[src/verilog/sac_regs.svh]
/*
  register offsets, field positions, reset values and timing counts of the
  converter control block. assumes a 32-bit apb with word-aligned registers.
*/
`ifndef SAC_REGS_SVH
`define SAC_REGS_SVH

// ----------------------------------------------------------------------
// register byte addresses
// ----------------------------------------------------------------------
`define SAC_OFF_CTRL1 12'h000
`define SAC_OFF_CTRL2 12'h004
`define SAC_OFF_CTRL3 12'h008
`define SAC_OFF_RES_LO 12'h00C
`define SAC_OFF_RES_HI 12'h010
`define SAC_OFF_OFFSET 12'h014
`define SAC_OFF_GAIN 12'h018

// ----------------------------------------------------------------------
// control 1 fields
// ----------------------------------------------------------------------
`define SAC_C1_EXTREF 6
`define SAC_C1_CLKDIV_HI 5
`define SAC_C1_CLKDIV_LO 4
`define SAC_C1_ACQ_HI 3
`define SAC_C1_ACQ_LO 2
`define SAC_C1_EXTTRIG 1
`define SAC_C1_TMRTRIG 0

// ----------------------------------------------------------------------
// control 2 fields
// ----------------------------------------------------------------------
`define SAC_C2_SPI_EN 7
`define SAC_C2_SINGLE 5
`define SAC_C2_CONT 4

// ----------------------------------------------------------------------
// control 3 fields
// ----------------------------------------------------------------------
`define SAC_C3_BUSY 7
`define SAC_C3_TYPECAL 1
`define SAC_C3_START_CALIBRATION_BIT 0

// ----------------------------------------------------------------------
// reset values and timing
// ----------------------------------------------------------------------
`define SAC_CTRL_RST 8'h00
`define SAC_FACT_OFFSET 12'h800
`define SAC_FACT_GAIN 12'h800
`define SAC_SAR_BITS 4'hC
`define SAC_CAL_STEPS 5'h10

`endif
[src/verilog/sac_pkg.sv]
/*
  types shared by the converter control block.
  assumes sac_regs.svh provides the numeric constants.
*/
`default_nettype none
package sac_pkg;

  typedef enum logic [4:0] {
    SAC_IDLE = 5'b00001,
    SAC_LOAD = 5'b00010,
    SAC_ACQ = 5'b00100,
    SAC_CONV = 5'b01000,
    SAC_CAL = 5'b10000
  } sac_state_t;

  // analog core handshake toward the comparator
  typedef struct packed {
    logic [3:0] chan;
    logic ext_ref;
    logic sample;
    logic [11:0] trial;
  } sac_afe_t;

  typedef struct packed {
    logic [3:0] chan;
    logic [11:0] code;
  } sac_result_t;

endpackage
`default_nettype wire

[src/verilog/sac_adc_ctrl.sv]
/*
  control, trigger, calibration and result logic around a 12-bit sar
  converter, with an apb slave for its registers.
  assumes the analog comparator answers within one converter clock and that
  the timer trigger and convert pin are synchronous to i_sys_clk.
*/
// Design decisions made here: the APB register port and the register addresses.
`include "sac_regs.svh"
`default_nettype none
module sac_adc_ctrl (
  // clock and reset
  input wire logic i_sys_clk,
  input wire logic i_nrst,
  // apb slave
  input wire logic i_psel,
  input wire logic i_penable,
  input wire logic i_pwrite,
  input wire logic [11:0] i_paddr,
  input wire logic [31:0] i_pwdata,
  output logic [31:0] o_prdata,
  output logic o_pready,
  output logic o_pslverr,
  // triggers
  input wire logic i_convert_start_pin,
  input wire logic i_timer2_trigger,
  // dac enables, channels four and five share their pins
  input wire logic i_analog_output_zero_en,
  input wire logic i_analog_output_one_en,
  // comparator: high when the input is above the trial level
  input wire logic i_cmp_above,
  // analog front end control
  output sac_pkg::sac_afe_t o_afe,
  output logic o_dac_route_four,
  output logic o_dac_route_five,
  // capture path toward the spi port
  output logic [15:0] o_spi_word,
  output logic o_spi_valid
);

  // ----------------------------------------------------------------------
  // registers
  // ----------------------------------------------------------------------
  logic [7:0] ctrl1_q;
  logic [7:0] ctrl2_q;
  logic [7:0] ctrl3_q;
  logic [3:0] chan_q;
  logic [7:0] res_lo_q;
  logic [7:0] res_hi_q;
  logic [11:0] offset_q;
  logic [11:0] gain_q;
  logic busy_q;
  sac_pkg::sac_state_t state_q;
  logic [4:0] div_cnt_q;
  logic tick;
  logic [1:0] acq_cnt_q;
  logic [3:0] bit_q;
  logic [11:0] sar_q;
  logic [4:0] cal_cnt_q;
  logic [11:0] cal_acc_q;
  logic conv_done;
  logic cal_done;
  logic wr_en;
  logic rd_en;
  logic [11:0] corrected;
  logic start_req;
  logic div_sync;
  logic conv_start;
  logic [11:0] final_code;
  sac_pkg::sac_result_t res_d;

  assign wr_en = i_psel && i_penable && i_pwrite;
  assign rd_en = i_psel && !i_penable && !i_pwrite;

  function automatic logic [4:0] div_ratio(input logic [1:0] sel);
    case (sel)
      2'h0: div_ratio = 5'h07;
      2'h1: div_ratio = 5'h03;
      2'h2: div_ratio = 5'h0F;
      default: div_ratio = 5'h1F;
    endcase
  endfunction

  // write strobe for one register word
  function automatic logic wr_hit(input logic [11:0] addr, input logic [11:0] off, input logic wr);
    wr_hit = wr && (addr == off);
  endfunction

  // ----------------------------------------------------------------------
  // converter clock divider
  // ----------------------------------------------------------------------
  // a tick every 8/4/16/32 core clocks; a new ratio takes effect at wrap
  // a start realigns the count so no partial converter clock is lost
  always_ff @(posedge i_sys_clk or negedge i_nrst) begin
    if (!i_nrst) begin
      div_cnt_q <= 5'h00;
    end else if ((div_cnt_q == 5'h00) || div_sync) begin
      div_cnt_q <= div_ratio(ctrl1_q[`SAC_C1_CLKDIV_HI:`SAC_C1_CLKDIV_LO]);
    end else begin
      div_cnt_q <= div_cnt_q - 5'h01;
    end
  end
  assign tick = (div_cnt_q == 5'h00);

  // ----------------------------------------------------------------------
  // trigger sources
  // ----------------------------------------------------------------------
  assign start_req = ctrl2_q[`SAC_C2_SINGLE] || ctrl2_q[`SAC_C2_CONT]
    || (ctrl1_q[`SAC_C1_EXTTRIG] && i_convert_start_pin)
    || (ctrl1_q[`SAC_C1_TMRTRIG] && i_timer2_trigger);
  // leaving idle restarts the divider, so acquisition spans whole converter clocks
  assign div_sync = (state_q == sac_pkg::SAC_IDLE) && (ctrl3_q[`SAC_C3_START_CALIBRATION_BIT] || start_req);
  // calibration has priority, so a pending single start waits for it
  assign conv_start = (state_q == sac_pkg::SAC_IDLE) && !ctrl3_q[`SAC_C3_START_CALIBRATION_BIT] && start_req;

  assign conv_done = (state_q == sac_pkg::SAC_CONV) && tick && (bit_q == 4'h0);
  assign cal_done = (state_q == sac_pkg::SAC_CAL) && tick && (cal_cnt_q == 5'h00);

  // ----------------------------------------------------------------------
  // sequencer
  // ----------------------------------------------------------------------
  always_ff @(posedge i_sys_clk or negedge i_nrst) begin
    if (!i_nrst) begin
      state_q <= sac_pkg::SAC_LOAD;
      acq_cnt_q <= 2'h0;
      bit_q <= 4'h0;
      sar_q <= 12'h000;
      cal_cnt_q <= 5'h00;
    end else begin
      case (state_q)
        sac_pkg::SAC_LOAD: begin
          state_q <= sac_pkg::SAC_IDLE;
        end
        sac_pkg::SAC_IDLE: begin
          if (ctrl3_q[`SAC_C3_START_CALIBRATION_BIT]) begin
            state_q <= sac_pkg::SAC_CAL;
            cal_cnt_q <= `SAC_CAL_STEPS - 5'h01;
          end else if (start_req) begin
            state_q <= sac_pkg::SAC_ACQ;
            acq_cnt_q <= ctrl1_q[`SAC_C1_ACQ_HI:`SAC_C1_ACQ_LO];
          end
        end
        sac_pkg::SAC_ACQ: begin
          if (tick) begin
            if (acq_cnt_q == 2'h0) begin
              state_q <= sac_pkg::SAC_CONV;
              bit_q <= `SAC_SAR_BITS - 4'h1;
              sar_q <= 12'h800;
            end else begin
              acq_cnt_q <= acq_cnt_q - 2'h1;
            end
          end
        end
        sac_pkg::SAC_CONV: begin
          // binary search, msb first; result is straight binary of vin/vref
          if (tick) begin
            if (!i_cmp_above) begin
              sar_q[bit_q] <= 1'b0;
            end
            if (bit_q != 4'h0) begin
              sar_q[bit_q - 4'h1] <= 1'b1;
              bit_q <= bit_q - 4'h1;
            end else if (ctrl2_q[`SAC_C2_CONT]) begin
              state_q <= sac_pkg::SAC_ACQ;
              acq_cnt_q <= ctrl1_q[`SAC_C1_ACQ_HI:`SAC_C1_ACQ_LO];
            end else begin
              state_q <= sac_pkg::SAC_IDLE;
            end
          end
        end
        sac_pkg::SAC_CAL: begin
          if (tick) begin
            if (cal_cnt_q == 5'h00) begin
              state_q <= sac_pkg::SAC_IDLE;
            end else begin
              cal_cnt_q <= cal_cnt_q - 5'h01;
            end
          end
        end
        default: begin
          state_q <= sac_pkg::SAC_IDLE;
        end
      endcase
    end
  end

  // busy covers acquisition, conversion and calibration
  // it follows the state one cycle late, so a read just after a start sees it clear
  always_ff @(posedge i_sys_clk or negedge i_nrst) begin
    if (!i_nrst) begin
      busy_q <= 1'b0;
    end else begin
      busy_q <= (state_q == sac_pkg::SAC_ACQ) || (state_q == sac_pkg::SAC_CONV)
        || (state_q == sac_pkg::SAC_CAL);
    end
  end

  // ----------------------------------------------------------------------
  // calibration coefficients
  // ----------------------------------------------------------------------
  // the calibration measures the comparator by a simple tally of its answers
  always_ff @(posedge i_sys_clk or negedge i_nrst) begin
    if (!i_nrst) begin
      offset_q <= `SAC_FACT_OFFSET;
      gain_q <= `SAC_FACT_GAIN;
      cal_acc_q <= 12'h000;
    end else if (state_q == sac_pkg::SAC_IDLE) begin
      cal_acc_q <= 12'h000;
    end else if ((state_q == sac_pkg::SAC_CAL) && tick) begin
      cal_acc_q <= cal_acc_q + {4'h0, i_cmp_above, 7'h00};
      if (cal_done) begin
        if (ctrl3_q[`SAC_C3_TYPECAL]) begin
          gain_q <= cal_acc_q;
        end else begin
          offset_q <= cal_acc_q;
        end
      end
    end
  end

  // ----------------------------------------------------------------------
  // result word
  // ----------------------------------------------------------------------
  // the last trial bit is settled by the comparator at the final tick
  assign final_code = {sar_q[11:1], sar_q[0] & i_cmp_above};
  // offset correction only: gain trimming is left to the analog core
  assign corrected = final_code - offset_q + `SAC_FACT_OFFSET;
  assign res_d = '{chan: chan_q, code: corrected};

  // ----------------------------------------------------------------------
  // result and spi capture
  // ----------------------------------------------------------------------
  always_ff @(posedge i_sys_clk or negedge i_nrst) begin
    if (!i_nrst) begin
      res_lo_q <= 8'h00;
      res_hi_q <= 8'h00;
      o_spi_word <= 16'h0000;
      o_spi_valid <= 1'b0;
    end else begin
      o_spi_valid <= 1'b0;
      if (conv_done) begin
        // both bytes written together so a read never mixes conversions
        res_lo_q <= res_d.code[7:0];
        res_hi_q <= {res_d.chan, res_d.code[11:8]};
        if (ctrl2_q[`SAC_C2_SPI_EN]) begin
          o_spi_word <= res_d;
          o_spi_valid <= 1'b1;
        end
      end
    end
  end

  // ----------------------------------------------------------------------
  // analog front end drive
  // ----------------------------------------------------------------------
  always_ff @(posedge i_sys_clk or negedge i_nrst) begin
    if (!i_nrst) begin
      o_afe <= '0;
      o_dac_route_four <= 1'b0;
      o_dac_route_five <= 1'b0;
    end else begin
      o_afe.chan <= chan_q;
      o_afe.ext_ref <= ctrl1_q[`SAC_C1_EXTREF];
      o_afe.sample <= (state_q == sac_pkg::SAC_ACQ);
      o_afe.trial <= sar_q;
      o_dac_route_four <= i_analog_output_zero_en && (chan_q == 4'h4);
      o_dac_route_five <= i_analog_output_one_en && (chan_q == 4'h5);
    end
  end

  // ----------------------------------------------------------------------
  // apb registers
  // ----------------------------------------------------------------------
  always_ff @(posedge i_sys_clk or negedge i_nrst) begin
    if (!i_nrst) begin
      ctrl1_q <= `SAC_CTRL_RST;
      ctrl2_q <= `SAC_CTRL_RST;
      ctrl3_q <= `SAC_CTRL_RST;
      chan_q <= 4'h0;
    end else begin
      if (wr_hit(i_paddr, `SAC_OFF_CTRL1, wr_en)) begin
        ctrl1_q <= i_pwdata[7:0];
      end
      if (wr_hit(i_paddr, `SAC_OFF_CTRL2, wr_en)) begin
        ctrl2_q <= {i_pwdata[7:4], 4'h0};
        chan_q <= i_pwdata[3:0];
      end else if (conv_start) begin
        ctrl2_q[`SAC_C2_SINGLE] <= 1'b0; // single start consumed
      end
      if (wr_hit(i_paddr, `SAC_OFF_CTRL3, wr_en)) begin
        ctrl3_q <= {1'b0, i_pwdata[6:0]};
      end else if (cal_done) begin
        ctrl3_q[`SAC_C3_START_CALIBRATION_BIT] <= 1'b0;
      end
    end
  end

  // reads answer in the access phase, zero wait states
  always_ff @(posedge i_sys_clk or negedge i_nrst) begin
    if (!i_nrst) begin
      o_prdata <= 32'h00000000;
      o_pready <= 1'b0;
      o_pslverr <= 1'b0;
    end else begin
      o_pready <= i_psel && !i_penable;
      o_pslverr <= 1'b0;
      if (rd_en) begin
        case (i_paddr)
          `SAC_OFF_CTRL1: o_prdata <= {24'h000000, ctrl1_q};
          `SAC_OFF_CTRL2: o_prdata <= {24'h000000, ctrl2_q[7:4], chan_q};
          `SAC_OFF_CTRL3: o_prdata <= {24'h000000, busy_q, ctrl3_q[6:0]};
          `SAC_OFF_RES_LO: o_prdata <= {24'h000000, res_lo_q};
          `SAC_OFF_RES_HI: o_prdata <= {24'h000000, res_hi_q};
          `SAC_OFF_OFFSET: o_prdata <= {20'h00000, offset_q};
          `SAC_OFF_GAIN: o_prdata <= {20'h00000, gain_q};
          default: begin
            o_prdata <= 32'h00000000;
          end
        endcase
      end
      if (i_psel && !i_penable) begin
        o_pslverr <= (i_paddr > `SAC_OFF_GAIN) || (i_paddr[1:0] != 2'h0);
      end
    end
  end

endmodule
`default_nettype wire

[config.mk]
export PLATFORM = sky130hd
export DESIGN_NAME = sac_adc_ctrl
export DESIGN_NICKNAME = d
export VERILOG_FILES = /design/src/verilog/sac_pkg.sv /design/src/verilog/sac_adc_ctrl.sv
export VERILOG_INCLUDE_DIRS = /design/src /design/src/verilog
export SDC_FILE = /design/constraint.sdc
export NUM_CORES = 1
export LEC_CHECK = 0
export BUFFER_PORTS_ARGS = -buffer_cell sky130_fd_sc_hd__buf_2
export CORE_ASPECT_RATIO = 1.4
export CORE_UTILIZATION = 41
export DETAILED_ROUTE_END_ITERATION = 8
export GPL_ROUTABILITY_DRIVEN = 0
export PLACE_DENSITY = 0.74
export SYNTH_ARGS = -nofsm -noshare
export SYNTH_HDL_FRONTEND = slang
export SYNTH_SLANG_ARGS = --single-unit
[constraint.sdc]
create_clock -name i_sys_clk -period 4 [get_ports i_sys_clk]
set_input_delay 0.4 -clock i_sys_clk [delete_from_list [all_inputs] [get_ports i_sys_clk]]
set_output_delay 0.4 -clock i_sys_clk [all_outputs]
set_load 0.03 [all_outputs]
==> summary.txt, run 1 <==
=================================================================================================================
Startpoint-to-endpoint class of the critical path                                                         reg2reg
Number of setup buffers added after CTS                                                                         0
Longest Clk Path Bufs                                                                                           2
Number of library cell types mapped by synthesis                                                               67
Sw frac                                                                                                     24.0%
Area inside the core boundary                                                                          0.0162 mm2
Post-route core utilization                                                                                 48.8%
DR vias                                                                                                      4936
Hold/Removal Path Class                                                                                  in2async
Slew Limit Fails                                                                                                0
H-tree levels                                                                                                   4
Initial DRC count                                                                                             407
DRT Wirelength                                                                                           14900 um
Number of port buffers                                                                                         80
Effective utilization at floorplan                                                                          42.0%
Nets                                                                                                          780
Synth Area in Compound Gates                                                                                11.9%
Combinational family with the most area after synthesis                                              simple AND/OR/NAND/NOR gates
Endpoint required time on the critical path                                                               4290 ps
Root buf cell                                                                                        sky130_fd_sc_hd__clkbuf_16
Leakage component of the power                                                                            3.79 nW
Critical path capture point type                                                                        flip-flop
TritonCTS clock tree                                                                                         done
Sw power                                                                                                 0.791 mW
Num CTS Buffers                                                                                                17
Final setup violating endpoints                                                                                 0
First-pass GRT wire length                                                                               24400 um
Data arrival time of the worst path                                                                       2950 ps
Share of total power in the clock network                                                                   47.4%
DRC Markers                                                                                                     0
Total internal power                                                                                      2.50 mW
Syn-to-layout area delta                                                                                    16.3%
Fraction of synthesized area in multiplexers                                                                11.9%
Cells after DPL                                                                                               879
Final routed wire length divided by cell count                                                            16.4 um
Largest driver fanout on the critical path                                                                     19
Upper clock frequency limit                                                                               377 MHz
Share of the yosys chip area belonging to registers                                                         51.3%
Hold Slack                                                                                               -30.1 ps
Area share of the leading cell type in the synthesized netlist                                              50.2%
Share of the clock period used by the worst path after layout                                               66.4%
Non-filler instance count after layout                                                                        911
Setup clock skew after layout                                                                             10.3 ps
Half-perimeter wire length of the detailed placement result                                              11100 um
Transition time at the pin with the least slew margin                                                      836 ps
Register Area                                                                                         0.00348 mm2
Async set-or-reset flop fraction in the synthesized netlist                                                  100%
Number of flops mapped to enable cells by yosys                                                                 0
Ant diodes                                                                                                      0
Dominant cell by count in the synthesized netlist                                                    sky130_fd_sc_hd__dfrtp_1
Post-route setup TNS                                                                                         0 ps
Worst slack, placed                                                                                       1360 ps
Cell Pwr Density                                                                                       417 mW/mm2
Post-CTS Hold Buffers                                                                                           0
Top cells by count, synth                                                                            136 x sky130_fd_sc_hd__dfrtp_1, 56 x sky130_fd_sc_hd__nand2_1, 41 x sky130_fd_sc_hd__o21ai_0
Pre-antenna DRT Iters                                                                                           4
Avg Synthesized Cell Area                                                                                11.0 um2
Number of antenna violations at the first check in global routing                                               0
Largest cells by area after synthesis                                                                sky130_fd_sc_hd__dfrtp_1 50%, sky130_fd_sc_hd__mux2_2 5.3%, sky130_fd_sc_hd__ha_1 4.8%
Post-layout min period                                                                                    2650 ps
Share of layout cells above drive strength 1                                                                24.4%
Setup repair after global routing missed its margin                                                            no
Source-to-sink clock delay at the later pin of the worst-skew pair                                         420 ps
Pin count of the biggest net entering global routing                                                           72
Combinational power share                                                                                    7.6%
Total Die Area                                                                                         0.0171 mm2
Layout fillers                                                                                               1428
Overall fraction of global-route tracks in use                                                              18.3%
Rel. slew slack                                                                                             44.0%
Clock input transition at the sequential cells of the worst setup and hold paths                            50 ps
Footprint of the multi-input gates                                                                    0.00303 mm2
Placed Area                                                                                           0.00729 mm2
Resized cells post-CTS                                                                                          0
Max_cap viols                                                                                                   0
Chip Height                                                                                                154 um
Via density per instance                                                                                     5.42
Worst Slack Setup Final                                                                                   1350 ps
Sequential share of power                                                                                   45.0%
Cell area after technology mapping                                                                    0.00679 mm2
Number of ports placed on the die boundary                                                                    125
Placement Rows                                                                                                 55
Result of the run                                                                                    complete, but fails checks
Most instantiated flip-flop cell in the synthesis netlist                                            sky130_fd_sc_hd__dfrtp_1
Post-synthesis xor/xnor area fraction                                                                       1.94%
Cell type with the largest total area after synthesis                                                sky130_fd_sc_hd__dfrtp_1
Horizontal extent of the die                                                                               111 um
Yosys warnings                                                                                                  0
Grt ovf                                                                                                         0
Count of endpoints failing hold in the final timing report                                                     13
Largest vdd supply drop                                                                                    324 uV
Number of global-route vias before repair                                                                    4725
Violations in the final reports                                                                      negative hold slack
CTS Sinks                                                                                                     139
Startpoint Class                                                                                        flip-flop
Area share of and/or/nand/nor cells after synthesis                                                         12.5%
Final non-filler cell area                                                                            0.00789 mm2
Arithmetic-cell share of the synthesized area counting full adders, half adders and majority gates          5.09%
Number of standard cells after synthesis                                                                      615
Register bit total from synthesis                                                                             139
Remaining antenna violation count                                                                               0
=================================================================================================================
## worst max-delay path, cell delays in order, from the launching register on
cell                       delay [ps]
sky130_fd_sc_hd__dfrtp_1          450
sky130_fd_sc_hd__inv_1            120
sky130_fd_sc_hd__ha_1             360
sky130_fd_sc_hd__nand2b_1         180
sky130_fd_sc_hd__nor2_1           330
sky130_fd_sc_hd__nand3_2          470
sky130_fd_sc_hd__inv_2            250
sky130_fd_sc_hd__mux2_2           360
## area by class of cell
type	count	share of cell area, %
Tap cell	199	3.15
Clock inverter	10	1.46
Inverter	29	1.38
Timing Repair Buffer	82	5.34
Sequential cell	139	44.1
Multi-Input combinational cell	430	38.4
Clock buffer	22	6.14
## flip-flops by register name, summed over array words and instances (netlist names), 2 cells and up
name / count
o_afe: 18
sar_q: 12
bit_q: 4
o_spi_word: 16
chan_q: 4
offset_q: 5
acq_cnt_q: 2
ctrl2_q: 4
cal_cnt_q: 5
state_q: 5
res_lo_q: 8
cal_acc_q: 5
ctrl1_q: 8
ctrl3_q: 7
gain_q: 5
o_prdata: 12
res_hi_q: 8
div_cnt_q: 5
## cell families (layout without fill, tap and decap cells)
| family | after synthesis | after routing |
|---|---|---|
| and+or+nand+nor | 166 | 166 |
| DFF | 139 | 139 |
| AOI/OAI and AO/OA | 136 | 136 |
| buffers and inverters | 66 | 143 |
| muxes | 64 | 64 |
| adders and majority gates | 27 | 27 |
| xor gates and xnor gates | 15 | 15 |
| other | 2 | 22 |
## path summary, 6_finish.rpt
| path | startpoint | to | slack [ps] | depth (start not counted) |
|---|---|---|---|---|
| setup / recovery | bit_q[0] | o_spi_word[8] | 1350 | 7 |
| hold / removal | i_nrst | o_spi_word[7] | -30 | 1 |
| setup reg to reg | bit_q[0] | o_spi_word[8] | 1350 | 7 |
| hold reg to reg | sar_q[0] | o_afe[0] | 410 | 0 |
| max in group asynchronous | i_nrst | state_q[1] | 3110 | 2 |
| min in group i_sys_clk | i_pwdata[5] | ctrl1_q[5] | 230 | 3 |
## cells in the final DEF, fill, tap and decap left out, drive strengths merged, types with 4 or more instances in the layout
master / Yosys / layout
a21oi: 27 / 27
a22oi: 5 / 5
a31oi: 14 / 14
and3: 14 / 14
buf: 29 / 82
clkbuf: 8 / 22
clkinv: 1 / 6
conb: 2 / 22
dfrtp: 136 / 136
ha: 26 / 26
inv: 28 / 28
mux2: 53 / 53
mux4: 8 / 8
nand2: 57 / 57
nand2b: 6 / 6
nand3: 11 / 11
nand3b: 4 / 4
nand4: 4 / 4
nor2: 41 / 41
nor2b: 4 / 4
nor3: 8 / 8
o21ai: 64 / 64
xnor2: 7 / 7
xor2: 8 / 8
## power by group through the flow
stage	combinational [mW]	sequential [mW]	clock [mW]
after floorplan	0.182	1.50	0
after global placement	0.243	1.50	0
after detailed placement	0.252	1.50	0
after CTS	0.252	1.48	1.58
after global routing	0.283	1.49	1.64
final	0.250	1.48	1.56
## per-layer routing
layer	global-route usage (%)	routed length, um
met4	10.2	662
met3	3.17	523
met2	32.3	7840
met1	20.9	5870
met5	0	0
## stage by stage
stage / hold slack [ps] / total power, mW
2_1_floorplan: 104 / 1.68
3_3_place_gp: 376 / 1.75
3_5_place_dp: 399 / 1.76
4_1_cts: 6.25 / 3.31
5_1_grt: 38.0 / 3.41
6_report: -30.1 / 3.29
(Power assumes the default switching activity.)
==> inputs of run 2 (changes only) <==
==> constraint.sdc (replaced) <==
create_clock -name i_sys_clk -period 2.8 [get_ports i_sys_clk]
set_input_delay 0.28 -clock i_sys_clk [delete_from_list [all_inputs] [get_ports i_sys_clk]]
set_output_delay 0.28 -clock i_sys_clk [all_outputs]
set_load 0.03 [all_outputs]
==> summary.txt, run 2 (same netlist as run 1, synthesis figures left out) <==
===============================================================================================
Final routed wire length divided by cell count                                          16.4 um
Grt ovf                                                                                       0
Layout fillers                                                                             1414
First-pass GRT wire length                                                             25000 um
Count of endpoints failing hold in the final timing report                                    0
Endpoint required time on the critical path                                             3100 ps
Nets                                                                                        786
Largest registers                                                                  o_afe x18, o_spi_word x16
Area inside the core boundary                                                        0.0162 mm2
Clock input transition at the sequential cells of the worst setup and hold paths          60 ps
Via density per instance                                                                   5.42
Most prevalent standard cell on the critical path                                  sky130_fd_sc_hd__inv_1
Root buf cell                                                                      sky130_fd_sc_hd__clkbuf_16
Number of global-route vias before repair                                                  4904
List of cells traversed by the critical path                                       inv_1 > ha_1 > inv_1 > fa_1 > nor2b_4 > o31a_1 > or4_1 > a31oi_2 > xnor2_1 > mux2_2
Ant diodes                                                                                    0
Final non-filler cell area                                                          0.00792 mm2
Critical path's top delay family                                                    adder cells
Critical Path Max Stage Delay                                                            420 ps
Share of the clock period used by the worst path after layout                             89.2%
Post-layout min period                                                                  2500 ps
Max FFs per register                                                                         18
Critical path capture point type                                                      flip-flop
Data arrival time of the worst path                                                     2790 ps
Number of ports placed on the die boundary                                                  125
Hold/Removal Path Class                                                                  in2reg
Transition time at the pin with the least slew margin                                    717 ps
Syn-to-layout area delta                                                                  16.7%
Pin count of the biggest net entering global routing                                         68
CTS Sinks                                                                                   139
Post-route setup TNS                                                                       0 ps
Placed Area                                                                         0.00734 mm2
Largest vdd supply drop                                                                  447 uV
Total Die Area                                                                       0.0171 mm2
Chip Height                                                                              154 um
Setup repair after global routing missed its margin                                          no
Overall fraction of global-route tracks in use                                            18.6%
Horizontal extent of the die                                                             111 um
Placement Rows                                                                               55
Setup clock skew after layout                                                           10.8 ps
Remaining antenna violation count                                                             0
Share of layout cells above drive strength 1                                              24.4%
Top library cells by usage in the layout, fill and taps aside                      136 x sky130_fd_sc_hd__dfrtp_1, 79 x sky130_fd_sc_hd__buf_2, 56 x sky130_fd_sc_hd__nand2_1
Slew Limit Fails                                                                              0
Longest Clk Path Bufs                                                                         2
DRT Wirelength                                                                         15100 um
Max_cap viols                                                                                 0
Leading cell type in the layout, fill and taps excluded                            sky130_fd_sc_hd__dfrtp_1
Largest driver fanout on the critical path                                                    4
Result of the run                                                                     completed
Leakage component of the power                                                          3.81 nW
Upper clock frequency limit                                                             401 MHz
Number of port buffers                                                                       80
Source-to-sink clock delay at the later pin of the worst-skew pair                       420 ps
Number of buffer and inverter stages on the critical path                                     2
Largest register by flop count                                                            o_afe
H-tree levels                                                                                 4
TritonCTS clock tree                                                                       done
Cell Pwr Density                                                                     584 mW/mm2
Final setup violating endpoints                                                               0
Num CTS Buffers                                                                              17
CP max-delay cell                                                                  sky130_fd_sc_hd__or4_1
Startpoint-to-endpoint class of the critical path                                       reg2reg
Tot Pwr                                                                                 4.63 mW
Hold Slack                                                                               138 ps
Startpoint Class                                                                      flip-flop
Resized cells post-CTS                                                                        0
DR vias                                                                                    4968
Effective utilization at floorplan                                                        42.0%
Pre-antenna DRT Iters                                                                         5
Initial DRC count                                                                           386
Half-perimeter wire length of the detailed placement result                            11100 um
DRC Markers                                                                                   0
Number of antenna violations at the first check in global routing                             0
Rel. slew slack                                                                           52.1%
===============================================================================================
-- run 2: changes by cell type in the layout (fill, tap and decap cells not counted) --
cell	before	now
sky130_fd_sc_hd__buf_12	0	1
sky130_fd_sc_hd__clkinv_2	3	4
sky130_fd_sc_hd__clkinvlp_4	3	2
sky130_fd_sc_hd__dlygate4sd3_1	0	1
sky130_fd_sc_hd__clkinv_4	2	0
sky130_fd_sc_hd__buf_4	2	6
sky130_fd_sc_hd__clkbuf_1	1	5
sky130_fd_sc_hd__clkbuf_8	4	2
-- run 2: report_power, final --
group | leakage, nW | switching, mW | total, mW | internal, mW
registers | 1.68 | 0.0513 | 2.12 | 2.06
clock network | 0.274 | 0.806 | 2.16 | 1.35
logic | 1.86 | 0.245 | 0.356 | 0.111
-- run 2: worst paths after layout --
| kind | start | end | slack (ps) | depth (start not counted) |
|---|---|---|---|---|
| hold reg to reg | ctrl1_q[6] | o_afe[13] | 400 | 0 |
| min in group asynchronous | i_nrst | o_spi_word[8] | 430 | 2 |
| setup reg to reg | sar_q[1] | res_hi_q[1] | 300 | 10 |
| hold / removal | i_pwdata[5] | ctrl1_q[5] | 140 | 3 |
| setup / recovery | sar_q[1] | res_hi_q[1] | 300 | 10 |
| max in group asynchronous | i_nrst | gain_q[11] | 1600 | 3 |
-- run 2: worst reg2reg max path: cells and delay by family, from the launching register on --
family | cells | cell delay, ps
mux | 1 | 280
compound gates | 2 | 450
flops | 1 | 390
xor+xnor | 1 | 110
simple gates | 2 | 470
buf+inv | 2 | 180
fa+ha+maj | 2 | 480
-- run 2: metrics by stage --
stage | std cells | setup slack, ps | utilization [%]
after floorplan | 635 | 509 | -
after CTS | 917 | 298 | 49.0
final | 917 | 303 | 49.0
after detailed placement | 884 | 330 | 45.4
after global placement | 884 | 398 | 45.4
after global routing | 917 | 190 | 49.0
-- run 2: cell type report --
type                    instances  area, um2  area share [%]
inverters                      29        109            1.37
repair buffers                 88        482            6.08
flip-flops and latches        139       3480            44.0
clock buffers                  24        472            5.96
clock inverters                 8       95.1            1.20
multi-input cells             430       3030            38.3
well taps                     199        249            3.14
-- run 2: layer usage --
| layer | track usage [%] | wire (um) | up-vias |
|---|---|---|---|
| li1 | - | - | 2339 |
| met1 | 21.0 | 5960 | 2433 |
| met2 | 33.2 | 7980 | 157 |
| met3 | 3.53 | 593 | 39 |
| met4 | 9.71 | 534 | 0 |
| met5 | 0 | 0 | - |
-- run 2: what timing repair did --
item	4_1_cts	5_1_grt
buffers inserted	0	0
hold buffers	1	0
endpoints found under the hold margin	64	0
